**src/hw/rtcc_consts.vh**
```
`ifndef RTCC_CONSTS_VH
`define RTCC_CONSTS_VH

// register byte offsets
`define RTCC_A_CTRL        6'h00
`define RTCC_A_EVCTL       6'h04
`define RTCC_A_COUNT       6'h08
`define RTCC_A_CMP0        6'h0c
`define RTCC_A_CMP1        6'h10
`define RTCC_A_STATUS      6'h14
`define RTCC_A_MASK        6'h18
`define RTCC_A_GP0         6'h1c
`define RTCC_A_GP1         6'h20
`define RTCC_A_CTRLB       6'h24
`define RTCC_A_TSTAMP      6'h28
`define RTCC_A_CORR        6'h2c

// control fields
`define RTCC_B_SOFT_RST    0
`define RTCC_B_ENABLE      1
`define RTCC_B_MODE_LO     2
`define RTCC_B_TWELVE      6
`define RTCC_B_MATCH_CLR   7
`define RTCC_B_PRESC_LO    8
`define RTCC_B_TAMP_CLR    14
`define RTCC_B_RD_SYNC     15

// mode codes
`define RTCC_MODE_C32      2'h0
`define RTCC_MODE_C16      2'h1
`define RTCC_MODE_CAL      2'h2

// event control fields
`define RTCC_B_PER_LO      0
`define RTCC_B_CMP0_EO     8
`define RTCC_B_CMP1_EO     9
`define RTCC_B_OVF_EO      15
`define RTCC_B_TAMP_EI     16
`define RTCC_B_DAILY_EO    24
`define RTCC_EVCTL_MASK    32'h010183ff

// control B fields
`define RTCC_B_GP_HOLD_LO  0
`define RTCC_B_TPIN_LO     8
`define RTCC_B_LAYER_EN    15
`define RTCC_CTRLB_MASK    32'h00009f03

// status bits
`define RTCC_S_CMP0        0
`define RTCC_S_CMP1        1
`define RTCC_S_OVF         2
`define RTCC_S_PER         3
`define RTCC_S_TAMP        4
`define RTCC_S_DAILY       5
`define RTCC_S_BUSY        7

// reset values
`define RTCC_RST_CTRL      16'h0000
`define RTCC_RST_EVCTL     32'h00000000
`define RTCC_RST_LFSR      8'h01

`endif

```
**src/hw/rtcc_top.v**
```verilog
// Functional notes
// 32-bit counter behind 10-bit prescaler
// 32-bit one compare; 16-bit two compares
// optional counter clear on compare match; code ignores it in calendar mode
// prescaler codes: off/1, then 2..64
// prescaler off: no periodic events
// read sync bit gates count reads
// tamper clears enabled general registers
// mode 3:2, enable 1, soft reset 0
// control enable-protected and write-synchronized
// daily event at last second
// tamper event captures calendar time
// overflow event when enabled
// calendar with 12/24 hour, leap years
// tamper timestamp: event, five pins, layer
// two general purpose registers
// wake on match, tick, overflow, input
// digital correction of prescaler rate
// software changes protected fields when disabled
// soft reset restores registers, disables block
//
// The implementer's own choice: strobed register access.
`timescale 1ns/1ps
`include "rtcc_consts.vh"

module rtcc_top #(
    parameter PRESC_W = 10,
    parameter CORR_W  = 12,
    parameter NPIN    = 5
) (
    input  wire            i_core_clk,
    input  wire            i_arst_n,
    input  wire [5:0]      i_addr,
    input  wire [31:0]     i_wdata,
    input  wire            i_wr,
    input  wire            i_rd,
    output reg  [31:0]     o_rdata,
    input  wire            i_tamper_evt,
    input  wire [NPIN-1:0] i_tamper_pins,
    input  wire            i_layer_in,
    input  wire            i_wake,
    output reg             o_layer_out,
    output reg  [7:0]      o_periodic_evt,
    output reg  [1:0]      o_compare_evt,
    output reg             o_overflow_evt,
    output reg             o_daily_evt,
    output reg             o_wake,
    output wire            o_irq
);

    reg  [1:0]         mode_q;
    reg  [3:0]         presc_q;
    reg                en_q;
    reg                run_q;
    reg                sync_q;
    reg                tclr_q;
    reg                h12_q;
    reg                mclr_q;
    reg  [31:0]        evctl_q;
    reg  [31:0]        ctrlb_q;
    reg  [31:0]        cnt_q;
    reg  [31:0]        cmp0_q;
    reg  [15:0]        cmp1_q;
    reg  [7:0]         st_q;
    reg  [7:0]         mask_q;
    reg  [31:0]        gp_q [0:1];
    reg  [31:0]        tstamp_q;
    reg  [7:0]         corr_q;
    reg  [PRESC_W-1:0] pcnt_q;
    reg  [CORR_W-1:0]  ccnt_q;
    reg  [6:0]         crem_q;
    reg  [7:0]         lfsr_q;
    reg  [NPIN-1:0]    deb_q;
    reg  [NPIN-1:0]    deb_old_q;
    reg  [PRESC_W-1:0] div_mask;
    reg  [32:0]        cal_nx;
    reg  [31:0]        cnt_d;
    reg                ovf;
    reg                m0;
    reg                m1;

    wire               wr_ctrl  = i_wr & (i_addr == `RTCC_A_CTRL);
    wire               soft_clr = wr_ctrl & i_wdata[`RTCC_B_SOFT_RST];
    wire               prot_ok  = ~en_q;
    wire               raw_tick;
    wire               adj;
    wire               tick;
    wire               presc_on = (presc_q != 4'h0);
    wire               layer_en = ctrlb_q[`RTCC_B_LAYER_EN];
    wire [NPIN-1:0]    rise;
    wire               mism;
    wire               tamper;
    wire               daily_now;
    wire [7:0]         per;
    wire [7:0]         st_set;
    wire [7:0]         st_clr;

    localparam [15:0]  CTRL_RST = `RTCC_RST_CTRL;

    // divide mask: tick when selected low bits are all ones
    always @*
    begin
        case (presc_q)
            4'h0, 4'h1: div_mask = 10'h000;
            4'h2:       div_mask = 10'h001;
            4'h3:       div_mask = 10'h003;
            4'h4:       div_mask = 10'h007;
            4'h5:       div_mask = 10'h00f;
            4'h6:       div_mask = 10'h01f;
            default:    div_mask = 10'h03f;
        endcase
    end

    assign raw_tick = &(pcnt_q | ~div_mask);
    // correction forces or suppresses one tick per pending step
    assign adj  = (crem_q != 7'h00) & (corr_q[7] ? raw_tick : ~raw_tick);
    assign tick = run_q & (raw_tick ^ adj);

    genvar n;
    generate
        for (n = 0; n < 8; n = n + 1)
        begin : g_per
            assign per[n] = run_q & presc_on & (&pcnt_q[n:0]) &
                            evctl_q[`RTCC_B_PER_LO + n];
        end
    endgenerate

    // calendar next second; bit 32 flags year wrap
    function [32:0] cal_next;
        input [31:0] t;
        input        h12;
        reg   [5:0]  s;
        reg   [5:0]  mi;
        reg   [4:0]  h;
        reg   [4:0]  d;
        reg   [3:0]  mo;
        reg   [5:0]  y;
        reg   [4:0]  dim;
        reg          nd;
        reg          wrap;
        begin
            s    = t[5:0];
            mi   = t[11:6];
            h    = t[16:12];
            d    = t[21:17];
            mo   = t[25:22];
            y    = t[31:26];
            nd   = 1'b0;
            wrap = 1'b0;
            case (mo)
                4'h2:                   dim = (y[1:0] == 2'h0) ?
                                              5'h1d : 5'h1c;
                4'h4, 4'h6, 4'h9, 4'hb: dim = 5'h1e;
                default:                dim = 5'h1f;
            endcase
            if (s == 6'h3b)
            begin
                s = 6'h00;
                if (mi == 6'h3b)
                begin
                    mi = 6'h00;
                    if (h12)
                    begin
                        if (h[3:0] == 4'hb)
                        begin
                            h[3:0] = 4'hc;
                            h[4]   = ~h[4];
                            nd     = ~h[4];
                        end
                        else if (h[3:0] == 4'hc)
                            h[3:0] = 4'h1;
                        else
                            h[3:0] = h[3:0] + 4'h1;
                    end
                    else if (h == 5'h17)
                    begin
                        h  = 5'h00;
                        nd = 1'b1;
                    end
                    else
                        h = h + 5'h01;
                end
                else
                    mi = mi + 6'h01;
            end
            else
                s = s + 6'h01;
            if (nd)
            begin
                if (d >= dim)
                begin
                    d = 5'h01;
                    if (mo >= 4'hc)
                    begin
                        mo   = 4'h1;
                        wrap = (y == 6'h3f);
                        y    = y + 6'h01;
                    end
                    else
                        mo = mo + 4'h1;
                end
                else
                    d = d + 5'h01;
            end
            cal_next = {wrap, y, mo, d, h, mi, s};
        end
    endfunction

    // next count, match and overflow
    always @*
    begin
        cal_nx = cal_next(cnt_q, h12_q);
        cnt_d  = cnt_q;
        ovf    = 1'b0;
        m0     = 1'b0;
        m1     = 1'b0;
        case (mode_q)
            `RTCC_MODE_C16:
            begin
                m0    = (cnt_q[15:0] == cmp0_q[15:0]);
                m1    = (cnt_q[15:0] == cmp1_q);
                ovf   = (cnt_q[15:0] == 16'hffff);
                cnt_d = {16'h0000, cnt_q[15:0] + 16'h0001};
                if (m0 & mclr_q)
                    cnt_d = 32'h00000000;
            end
            `RTCC_MODE_CAL:
            begin
                m0    = (cnt_q == cmp0_q);
                ovf   = cal_nx[32];
                cnt_d = cal_nx[31:0];
            end
            default:
            begin
                m0    = (cnt_q == cmp0_q);
                ovf   = (cnt_q == 32'hffffffff);
                cnt_d = cnt_q + 32'h00000001;
                if (m0 & mclr_q)
                    cnt_d = 32'h00000000;
            end
        endcase
    end

    assign daily_now = (mode_q == `RTCC_MODE_CAL) &
                       (cal_nx[11:0] == {6'h3b, 6'h3b}) &
                       (h12_q ? (cal_nx[16:12] == 5'h1b) :
                                (cal_nx[16:12] == 5'h17));

    // tamper pins: debounce over three ticks
    generate
        for (n = 0; n < NPIN; n = n + 1)
        begin : g_deb
            reg [2:0] hist_q;
            always @(posedge i_core_clk or negedge i_arst_n)
            begin
                if (!i_arst_n)
                begin
                    hist_q   <= 3'h0;
                    deb_q[n] <= 1'b0;
                end
                else if (soft_clr)
                begin
                    hist_q   <= 3'h0;
                    deb_q[n] <= 1'b0;
                end
                else if (tick)
                begin
                    hist_q <= {hist_q[1:0], i_tamper_pins[n]};
                    if (hist_q == 3'h7)
                        deb_q[n] <= 1'b1;
                    else if (hist_q == 3'h0)
                        deb_q[n] <= 1'b0;
                end
            end
            assign rise[n] = deb_q[n] & ~deb_old_q[n] &
                             ctrlb_q[`RTCC_B_TPIN_LO + n];
        end
    endgenerate

    assign mism   = layer_en & tick & (i_layer_in != o_layer_out);
    assign tamper = run_q & ((evctl_q[`RTCC_B_TAMP_EI] & i_tamper_evt) |
                             (|rise) | mism);

    assign st_set = {2'b00,
                     tick & daily_now & evctl_q[`RTCC_B_DAILY_EO],
                     tamper,
                     |per,
                     tick & ovf,
                     tick & m1 & (mode_q == `RTCC_MODE_C16),
                     tick & m0};
    assign st_clr = (i_wr & (i_addr == `RTCC_A_STATUS)) ?
                    i_wdata[7:0] : 8'h00;
    assign o_irq  = |(st_q & mask_q);

    // register file, counter and prescaler
    always @(posedge i_core_clk or negedge i_arst_n)
    begin
        if (!i_arst_n)
        begin
            {sync_q, tclr_q, presc_q, mclr_q, h12_q, mode_q, en_q} <=
                {CTRL_RST[15:14], CTRL_RST[11:6], CTRL_RST[3:1]};
            run_q     <= 1'b0;
            evctl_q   <= `RTCC_RST_EVCTL;
            ctrlb_q   <= 32'h00000000;
            cnt_q     <= 32'h00000000;
            cmp0_q    <= 32'h00000000;
            cmp1_q    <= 16'h0000;
            st_q      <= 8'h00;
            mask_q    <= 8'h00;
            tstamp_q  <= 32'h00000000;
            corr_q    <= 8'h00;
            pcnt_q    <= {PRESC_W{1'b0}};
            ccnt_q    <= {CORR_W{1'b0}};
            crem_q    <= 7'h00;
            lfsr_q    <= `RTCC_RST_LFSR;
            deb_old_q <= {NPIN{1'b0}};
        end
        else if (soft_clr)
        begin
            {sync_q, tclr_q, presc_q, mclr_q, h12_q, mode_q, en_q} <=
                {CTRL_RST[15:14], CTRL_RST[11:6], CTRL_RST[3:1]};
            run_q     <= 1'b0;
            evctl_q   <= `RTCC_RST_EVCTL;
            ctrlb_q   <= 32'h00000000;
            cnt_q     <= 32'h00000000;
            cmp0_q    <= 32'h00000000;
            cmp1_q    <= 16'h0000;
            st_q      <= 8'h00;
            mask_q    <= 8'h00;
            tstamp_q  <= 32'h00000000;
            corr_q    <= 8'h00;
            pcnt_q    <= {PRESC_W{1'b0}};
            ccnt_q    <= {CORR_W{1'b0}};
            crem_q    <= 7'h00;
            lfsr_q    <= `RTCC_RST_LFSR;
            deb_old_q <= {NPIN{1'b0}};
        end
        else
        begin
            run_q     <= en_q;
            deb_old_q <= deb_q;
            st_q      <= (st_q & ~st_clr) | st_set;
            if (run_q)
            begin
                pcnt_q <= pcnt_q + {{(PRESC_W-1){1'b0}}, 1'b1};
                ccnt_q <= ccnt_q + {{(CORR_W-1){1'b0}}, 1'b1};
                if (&ccnt_q)
                    crem_q <= corr_q[6:0];
                else if (adj)
                    crem_q <= crem_q - 7'h01;
            end
            if (tick & layer_en)
                lfsr_q <= {lfsr_q[6:0],
                           lfsr_q[7] ^ lfsr_q[5] ^ lfsr_q[4] ^ lfsr_q[3]};
            if (tamper)
                tstamp_q <= cnt_q;
            if (i_wr & (i_addr == `RTCC_A_COUNT))
                cnt_q <= i_wdata;
            else if (tick)
                cnt_q <= cnt_d;
            if (wr_ctrl)
            begin
                en_q   <= i_wdata[`RTCC_B_ENABLE];
                sync_q <= i_wdata[`RTCC_B_RD_SYNC];
                if (prot_ok)
                begin
                    tclr_q  <= i_wdata[`RTCC_B_TAMP_CLR];
                    presc_q <= i_wdata[`RTCC_B_PRESC_LO +: 4];
                    mclr_q  <= i_wdata[`RTCC_B_MATCH_CLR];
                    h12_q   <= i_wdata[`RTCC_B_TWELVE];
                    mode_q  <= i_wdata[`RTCC_B_MODE_LO +: 2];
                end
            end
            if (i_wr & prot_ok)
            begin
                if (i_addr == `RTCC_A_EVCTL)
                    evctl_q <= i_wdata & `RTCC_EVCTL_MASK;
                if (i_addr == `RTCC_A_CTRLB)
                    ctrlb_q <= i_wdata & `RTCC_CTRLB_MASK;
            end
            if (i_wr & (i_addr == `RTCC_A_CMP0))
                cmp0_q <= i_wdata;
            if (i_wr & (i_addr == `RTCC_A_CMP1))
                cmp1_q <= i_wdata[15:0];
            if (i_wr & (i_addr == `RTCC_A_MASK))
                mask_q <= i_wdata[7:0];
            if (i_wr & (i_addr == `RTCC_A_CORR))
                corr_q <= i_wdata[7:0];
        end
    end

    // general purpose registers
    generate
        for (n = 0; n < 2; n = n + 1)
        begin : g_gp
            wire [5:0] gp_addr = (n == 0) ? `RTCC_A_GP0 : `RTCC_A_GP1;
            always @(posedge i_core_clk or negedge i_arst_n)
            begin
                if (!i_arst_n)
                    gp_q[n] <= 32'h00000000;
                else if (soft_clr)
                    gp_q[n] <= 32'h00000000;
                else if (tamper & tclr_q &
                         ctrlb_q[`RTCC_B_GP_HOLD_LO + n])
                    gp_q[n] <= 32'h00000000;
                else if (i_wr & (i_addr == gp_addr))
                    gp_q[n] <= i_wdata;
            end
        end
    endgenerate

    // event outputs, wake and read data
    always @(posedge i_core_clk or negedge i_arst_n)
    begin
        if (!i_arst_n)
        begin
            o_periodic_evt <= 8'h00;
            o_compare_evt  <= 2'h0;
            o_overflow_evt <= 1'b0;
            o_daily_evt    <= 1'b0;
            o_wake         <= 1'b0;
            o_layer_out    <= 1'b0;
            o_rdata        <= 32'h00000000;
        end
        else
        begin
            o_periodic_evt <= per;
            o_compare_evt  <= {st_set[`RTCC_S_CMP1] &
                               evctl_q[`RTCC_B_CMP1_EO],
                               st_set[`RTCC_S_CMP0] &
                               evctl_q[`RTCC_B_CMP0_EO]};
            o_overflow_evt <= st_set[`RTCC_S_OVF] &
                              evctl_q[`RTCC_B_OVF_EO];
            o_daily_evt    <= st_set[`RTCC_S_DAILY];
            o_wake         <= i_wake | (|st_set[3:0]);
            o_layer_out    <= layer_en & lfsr_q[0];
            o_rdata        <= 32'h00000000;
            if (i_rd)
            begin
                case (i_addr)
                    `RTCC_A_CTRL:   o_rdata <= {16'h0000, sync_q, tclr_q,
                                                2'b00, presc_q, mclr_q,
                                                h12_q, 2'b00, mode_q,
                                                en_q, 1'b0};
                    `RTCC_A_EVCTL:  o_rdata <= evctl_q;
                    `RTCC_A_COUNT:  o_rdata <= sync_q ? cnt_q :
                                               32'h00000000;
                    `RTCC_A_CMP0:   o_rdata <= cmp0_q;
                    `RTCC_A_CMP1:   o_rdata <= {16'h0000, cmp1_q};
                    `RTCC_A_STATUS: o_rdata <= {24'h000000,
                                                en_q ^ run_q, st_q[6:0]};
                    `RTCC_A_MASK:   o_rdata <= {24'h000000, mask_q};
                    `RTCC_A_GP0:    o_rdata <= gp_q[0];
                    `RTCC_A_GP1:    o_rdata <= gp_q[1];
                    `RTCC_A_CTRLB:  o_rdata <= ctrlb_q;
                    `RTCC_A_TSTAMP: o_rdata <= tstamp_q;
                    `RTCC_A_CORR:   o_rdata <= {24'h000000, corr_q};
                    default:        o_rdata <= 32'h00000000;
                endcase
            end
        end
    end

endmodule

```
**config.mk**
```make
export PLATFORM = sky130hd
export DESIGN_NAME = rtcc_top
export DESIGN_NICKNAME = d
export VERILOG_FILES = /design/src/hw/rtcc_top.v
export VERILOG_INCLUDE_DIRS = /design/src /design/src/hw
export SDC_FILE = /design/constraint.sdc
export NUM_CORES = 1
export LEC_CHECK = 0
export BUFFER_PORTS_ARGS = -buffer_cell sky130_fd_sc_hd__buf_4
export CAP_MARGIN = 25
export CORE_ASPECT_RATIO = 1.5
export CORE_MARGIN = 4
export CORE_UTILIZATION = 28
export DETAILED_ROUTE_END_ITERATION = 8
export GPL_TIMING_DRIVEN = 1
export PLACE_DENSITY = 0.43
export SLEW_MARGIN = 10
export SYNTH_ARGS = -nofsm -noshare
export SYNTH_HDL_FRONTEND = slang
export SYNTH_SLANG_ARGS = --single-unit
```
**constraint.sdc**
```tcl
create_clock -name i_core_clk -period 7.84 [get_ports i_core_clk]
set_input_delay 0.784 -clock i_core_clk [delete_from_list [all_inputs] [get_ports i_core_clk]]
set_output_delay 0.784 -clock i_core_clk [all_outputs]
set_load 0.02 [all_outputs]
```
==> results by group, run 1 <==
Cells and area
  – # diodes: 0
  – Seq. cell area: 0.00848 mm2
  – Multi-input gate area: 0.00865 mm2
  – Synth-to-layout area growth: 16.6%
  – Final net count: 2069
  – Final core occ: 32.9%
  – Most frequent cells in the layout: nand2_1 (388), dfrtp_1 (338), buf_4 (142), o21ai_0 (123), nor2_1 (118)
  – Share of layout cells above drive strength 1: 15.6%
  – Most common cell after layout, fill and taps aside: nand2_1
  – Fillers: 6614

STA
  – Final setup vio count: 0
  – Final hold violation count: 0
  – Max Transition Viols Final: 0
  – Fmax: 0.264 GHz
  – RSZ-0062 raised after global routing: false
  – Hold WS: 0.278 ns
  – Worst Skew: 0.0243 ns
  – Crit share post-route: 48.4%
  – Min Tclk post-route: 3.79 ns
  – Slew at the pin closest to its max-slew limit: 1.06 ns
  – Fin worst setup slack: 4.05 ns
  – Slew margin rel.: 29.1%
  – TNS Setup: 0 ns

Clocking
  – Post-cts sizing count: 0
  – TritonCTS buffer count: 41
  – Post-CTS Hold Fix Bufs: 0
  – Clock Latency Late Sink: 0.59 ns
  – CTS tree: built
  – Setup bufs post-CTS: 0
  – Clock Path Buffers: 3
  – Clock slew at reported path FFs: 0.06 ns
  – # clock sinks: 339
  – Number of H-tree levels: 2
  – Root Buffer: clkbuf_16

Yosys
  – Main synth FF type: dfrtp_1
  – Sequential share of the synthesized area: 47.5%
  – Ys Warns: 0
  – EDFF count, synth: 0
  – Yosys cell types: 86
  – Syn nets: 2037
  – Synth async-reset ratio: 100%
  – Post-synthesis average cell area: 9.09 um2
  – Cells after synthesis: 1965
  – Netlist Area Pre-Place: 0.0179 mm2
  – Synth Register Bits: 339

Global route
  – GR peak layer: met2
  – GR Layer Usage met1: 24.4%
  – Largest net degree at the start of global routing: 170
  – Total gr overflow: 0
  – GR Util met3: 2.55%
  – Global-route wire length before repair: 109000 um
  – Global Route met2 Usage: 38.3%
  – Antenna violations before repair: 1
  – Vias in the first global route: 16100
  – All-Layer GR Usage: 21.2%

Placement
  – Port Buf Inserts: 96
  – Routability cong.: 0.887
  – Pre-CTS setup slack: 3.49 ns
  – DP HPWL: 51700 um

Detailed routing
  – Drt initial violations: 1317
  – Post-route ant nets: 0
  – Detailed Routing Iterations Pass 1: 7
  – DR WL/cell: 26.2 um
  – Residual DRC: 0
  – Total number of vias: 15700
  – Drt via density: 5.55
  – Final wirelength: 74200 um

Floorplanning
  – Initial cell density of the core: 28.2%
  – # rows: 113
  – Die Footprint: 0.0680 mm2
  – Die Span Y: 317 um
  – Core area: 0.0633 mm2
  – Chip width: 214 um
  – I/O Pins: 97

Hold path
  – Hold Crit Class: in2async

Power and ir drop
  – Max IR drop VDD: 0.000137 V
  – Tot Pwr: 6.12 mW
  – P_leak: 8.51 nW
  – Pwr dens: 294 mW/mm2

Critical path
  – Kind of end point of the critical path: flop
  – Arrival @ worst endpoint: 4.31 ns
  – Max FO, Critical Path: 22
  – Worst path top cell family by delay: simple AND/OR/NAND/NOR gates
  – Startpoint Class: flop
  – CP Cell Sequence: inv_1 -> ha_1 -> or4b_4 -> nor3_4 -> a31o_1 -> nand2_1 -> nor4_2 -> o21a_1
  – CP required: 8.36 ns
  – Crit path kind: reg2reg
  – Crit path buffers/inverters: 1
  – Slowest cell on crit path: nand2_1
  – Crit path largest cell delay: 0.76 ns

Flow run
  – Max Cap Violations: 0

Status
  – Status: completed
[cell usage after synthesis (all sizes together) (4+ instances only)]
master | number | area share [%]
xor2 | 15 | 0.74
mux2 | 5 | 0.32
nor2 | 122 | 2.6
dfrtp | 338 | 47
o22ai | 7 | 0.25
nor3 | 30 | 0.99
a22o | 21 | 1.0
nand4 | 30 | 1.1
a221o | 5 | 0.28
xnor2 | 64 | 3.1
o21ai | 132 | 3.7
nor4b | 5 | 0.28
nand2 | 388 | 8.2
a21oi | 164 | 5.9
ha | 22 | 1.5
a22oi | 58 | 2.4
or2 | 6 | 0.21
nor4 | 17 | 0.74
a31oi | 56 | 2.2
nand2b | 11 | 0.39
clkbuf | 119 | 2.5
or4 | 4 | 0.17
a211oi | 7 | 0.29
a32oi | 4 | 0.20
and3 | 19 | 0.67
a31o | 6 | 0.39
buf | 38 | 1.3
nand3 | 62 | 1.8
inv | 33 | 0.69
mux2i | 43 | 2.4
o31ai | 10 | 0.42
and2 | 18 | 0.63
a222oi | 22 | 1.2
a221oi | 17 | 0.87
o32ai | 4 | 0.20
o211ai | 7 | 0.29
nor2b | 4 | 0.14
[cells by family after synthesis]
kind of cell               synth area share, %
and+or+nand+nor                           18.6
AOI/OAI and AO/OA                         21.3
DFF                                       47.5
buffers and inverters                     4.51
xor gates and xnor gates                  3.87
muxes                                     2.72
adders and majority gates                 1.54
[power breakdown]
group / switching [mW] / internal [mW]
registers: 0.449 / 2.12
logic: 0.908 / 0.615
clock network: 0.824 / 1.20
total: 2.18 / 3.94
[through the flow]
step / instances / area [um2]
after floorplan: 1965 / 17900
after global placement: 2756 / 19400
after detailed placement: 2756 / 19400
after CTS: 2832 / 20800
after global routing: 2835 / 20800
final: 2835 / 20800
[cell type report]
class / count / share of cell area (%)
well taps: 805 / 4.83
flip-flops and latches: 339 / 40.7
repair buffers: 146 / 5.55
multi-input cells: 1435 / 41.5
inverters: 34 / 0.612
clock inverters: 11 / 0.817
clock buffers: 65 / 5.99
[layer usage]
| layer | vias to the layer above | share of wire (%) |
|---|---|---|
| met1 | 7902 | 37 |
| met4 | 2 | 6.0 |
| met2 | 593 | 52 |
| met3 | 168 | 4.9 |
| li1 | 7075 | - |
| met5 | - | 0.018 |
[state kept, by name (all words and copies together), names as in the netlist, 12 cells and up]
register,flops
tstamp_q,32
cmp1_q,16
gp_q,64
evctl_q,13
cmp0_q,32
ccnt_q,12
cal_next.t,32
o_rdata,32
g_deb.hist_q,15
[final timing paths]
kind / start / endpoint / slack, ns / cells after the start
setup / recovery: crem_q[0] / st_q[5] / 4.05 / 8
setup reg to reg: crem_q[0] / st_q[5] / 4.05 / 8
max in group asynchronous: i_arst_n / cal_next.t[27] / 6.07 / 2
hold reg to reg: st_q[7] / st_q[7] / 0.51 / 2
min in group i_core_clk: i_tamper_pins[2] / g_deb[2].hist_q[0] / 0.44 / 3
hold / removal: i_arst_n / g_deb[4].hist_q[0] / 0.28 / 1
[worst reg2reg max path, cell delays in order (launching register included)]
cell	delay [ns]
dfrtp_1	0.43
inv_1	0.08
ha_1	0.19
or4b_4	0.51
nor3_4	0.26
a31o_1	0.64
nand2_1	0.76
nor4_2	0.67
o21a_1	0.19
(Power assumes the default switching activity.)
==> run 2: changes to the inputs <==
==> constraint.sdc (replaced) <==
create_clock -name i_core_clk -period 3.9 [get_ports i_core_clk]
set_input_delay 0.39 -clock i_core_clk [delete_from_list [all_inputs] [get_ports i_core_clk]]
set_output_delay 0.39 -clock i_core_clk [all_outputs]
set_load 0.02 [all_outputs]
==> results by group, run 2 (same netlist as run 1, synthesis figures left out) <==
Clocking
  – # clock sinks: 339 (unchanged)
  – Clock slew at reported path FFs: 0.06 ns (about the same)
  – Clock Path Buffers: 3 (unchanged)
  – Clock Latency Late Sink: 0.59 ns (about the same)
  – Number of H-tree levels: 2 (unchanged)
  – CTS tree: built (unchanged)
  – TritonCTS buffer count: 40 (was 41)
  – Setup bufs post-CTS: 0 (unchanged)
  – Root Buffer: clkbuf_16 (unchanged)

Global route
  – GR Util met3: 2.66% (was 2.55%)
  – Largest net degree at the start of global routing: 99 (was 170)
  – Global Route met2 Usage: 38.0% (was 38.3%)
  – GR Layer Usage met1: 25.3% (was 24.4%)
  – Global-route wire length before repair: 111000 um (was 109000 um)
  – Antenna violations before repair: 0 (was 1)
  – Vias in the first global route: 16200 (was 16100)
  – Total gr overflow: 0 (unchanged)
  – GR peak layer: met2 (unchanged)
  – All-Layer GR Usage: 21.5% (was 21.2%)

Power and ir drop
  – NetSw: 4.30 mW (was 2.18 mW)
  – Tot Pwr: 12.2 mW (was 6.12 mW)
  – Logic pwr share: 23.9% (was 24.9%)
  – Part of the power in registers: 42.9% (was 42.0%)
  – Max IR drop VDD: 0.000340 V (was 0.000137 V)
  – Net switching fraction of the power: 35.2% (was 35.7%)
  – P_leak: 8.75 nW (was 8.51 nW)
  – Power Internal: 7.91 mW (was 3.94 mW)
  – Clock share of power: 33.2% (was 33.1%)
  – Pwr dens: 575 mW/mm2 (was 294 mW/mm2)

Floorplanning
  – I/O Pins: 97 (unchanged)
  – Initial cell density of the core: 28.2% (unchanged)
  – # rows: 113 (unchanged)
  – Die Footprint: 0.0680 mm2 (unchanged)
  – Chip width: 214 um (unchanged)
  – Core area: 0.0633 mm2 (unchanged)
  – Die Span Y: 317 um (unchanged)

Detailed routing
  – DR WL/cell: 26.1 um (was 26.2 um)
  – Final wirelength: 75100 um (was 74200 um)
  – Drt initial violations: 1258 (was 1317)
  – Post-route ant nets: 0 (unchanged)
  – Total number of vias: 15800 (was 15700)
  – Drt via density: 5.49 (was 5.55)
  – Detailed Routing Iterations Pass 1: 8 (was 7)
  – Residual DRC: 0 (unchanged)

Cells and area
  – Final core occ: 33.5% (was 32.9%)
  – Most common cell after layout, fill and taps aside: nand2_1 (unchanged)
  – Top reg by flops: gp_q (unchanged)
  – Most frequent cells in the layout: nand2_1 (388), dfrtp_1 (338), buf_4 (174), o21ai_0 (123), nor2_1 (118) (was nand2_1 (388), dfrtp_1 (338), buf_4 (142), o21ai_0 (123), nor2_1 (118))
  – Fillers: 6645 (was 6614)
  – Seq. cell area: 0.00848 mm2 (unchanged)
  – Largest register FFs: 64 (unchanged)
  – # diodes: 0 (unchanged)
  – Final net count: 2110 (was 2069)
  – Synth-to-layout area growth: 18.9% (was 16.6%)
  – Fin area: 0.0213 mm2 (was 0.0208 mm2)
  – Share of layout cells above drive strength 1: 17.4% (was 15.6%)
  – Multi-input gate area: 0.00865 mm2 (unchanged)

STA
  – RSZ-0062 raised after global routing: false (unchanged)
  – Crit share post-route: 81.8% (was 48.4%)
  – Worst Skew: 0.0366 ns (was 0.0243 ns)
  – Slew margin rel.: 37.8% (was 29.1%)
  – Final hold violation count: 0 (unchanged)
  – Max Transition Viols Final: 0 (unchanged)
  – Final setup vio count: 0 (unchanged)
  – Hold WS: 0.0521 ns (was 0.278 ns)
  – Slew at the pin closest to its max-slew limit: 0.933 ns (was 1.06 ns)
  – Fmax: 0.314 GHz (was 0.264 GHz)
  – Min Tclk post-route: 3.19 ns (was 3.79 ns)
  – TNS Setup: 0 ns (unchanged)

Placement
  – Routability cong.: 0.905 (was 0.887)
  – Placed cell area: 0.0198 mm2 (was 0.0194 mm2)
  – DP HPWL: 53800 um (was 51700 um)
  – Port Buf Inserts: 96 (unchanged)

Critical path
  – Beginning of the critical path: cal_next.t[22] (was crem_q[0])
  – Origin of the critical flop-to-flop path: cal_next.t[22] (was crem_q[0])
  – CP required: 4.37 ns (was 8.36 ns)
  – Max FO, Critical Path: 9 (was 22)
  – Arrival @ worst endpoint: 3.65 ns (was 4.31 ns)
  – RR Endpoint: cal_next.t[22] (was st_q[5])
  – Crit path kind: reg2reg (unchanged)
  – Kind of end point of the critical path: flop (unchanged)
  – Register-to-Register Path Depth: 13 (was 8)
  – Last element of the critical path: cal_next.t[22] (was st_q[5])
  – R2R setup slack: 0.71 ns (was 4.05 ns)
  – Startpoint Class: flop (unchanged)

Status
  – Status: completed (unchanged)

Hold path
  – Hold Crit Start: i_tamper_pins[0]
  – Hold Crit Class: in2reg (was in2async)

Flow run
  – Max Cap Violations: 0 (unchanged)
run 2: cell type report:
cell class | instances | area share [%]
inverters | 34 | 0.601
multi-input cells | 1435 | 40.7
repair buffers | 188 | 7.40
flip-flops and latches | 339 | 39.9
well taps | 805 | 4.74
clock buffers | 55 | 5.41
clock inverters | 18 | 1.25
run 2: critical path, stage by stage, from the launching register on:
cell,delay [ns]
dfrtp_1,0.54
inv_1,0.17
ha_1,0.26
o21ai_0,0.18
a21oi_1,0.09
a31oi_1,0.20
ha_1,0.25
nand2b_1,0.14
a21oi_1,0.17
or2_2,0.23
o21ai_0,0.12
a31oi_2,0.51
a31oi_1,0.08
o32ai_1,0.15
run 2: repair_timing:
item	CTS	global route
hold endpoints to repair	91	0
hold buffers	1	0
endpoints found under the setup margin	0	0
gates resized for setup	0	0
run 2: power groups by stage:
stage          Sequential (mW)  Combinational (mW)  Clock [mW]
3_5_place_dp              5.30                2.93           0
3_3_place_gp              5.27                2.90           0
6_report                  5.24                2.92        4.05
5_1_grt                   5.36                3.24        4.30
4_1_cts                   5.24                2.95        4.16
2_1_floorplan             4.77                2.23           0
run 2: how the worst min path moves through the flow:
stage / to / cells past startpoint / slack, ns
after floorplan: cal_next.h12 / 0 / 0.09
after global routing: g_deb[0].hist_q[0] / 3 / 0.04
after detailed placement: st_q[7] / 2 / 0.49
after global placement: st_q[7] / 2 / 0.49
final: g_deb[0].hist_q[0] / 3 / 0.05
after CTS: g_deb[0].hist_q[0] / 3 / 0.03
run 2: per-stage QoR:
step                      instances  setup slack [ns]
final                          2874             0.711
after global routing           2874             0.469
after CTS                      2874             0.710
after detailed placement       2800             0.736
after global placement         2800             0.785
after floorplan                1965             0.981
run 2: metal layers:
| layer | share of wire (%) | vias to the layer above |
|---|---|---|
| met5 | 0 | - |
| met4 | 6.1 | 0 |
| li1 | - | 7164 |
| met1 | 39 | 7933 |
| met3 | 4.5 | 149 |
| met2 | 51 | 524 |
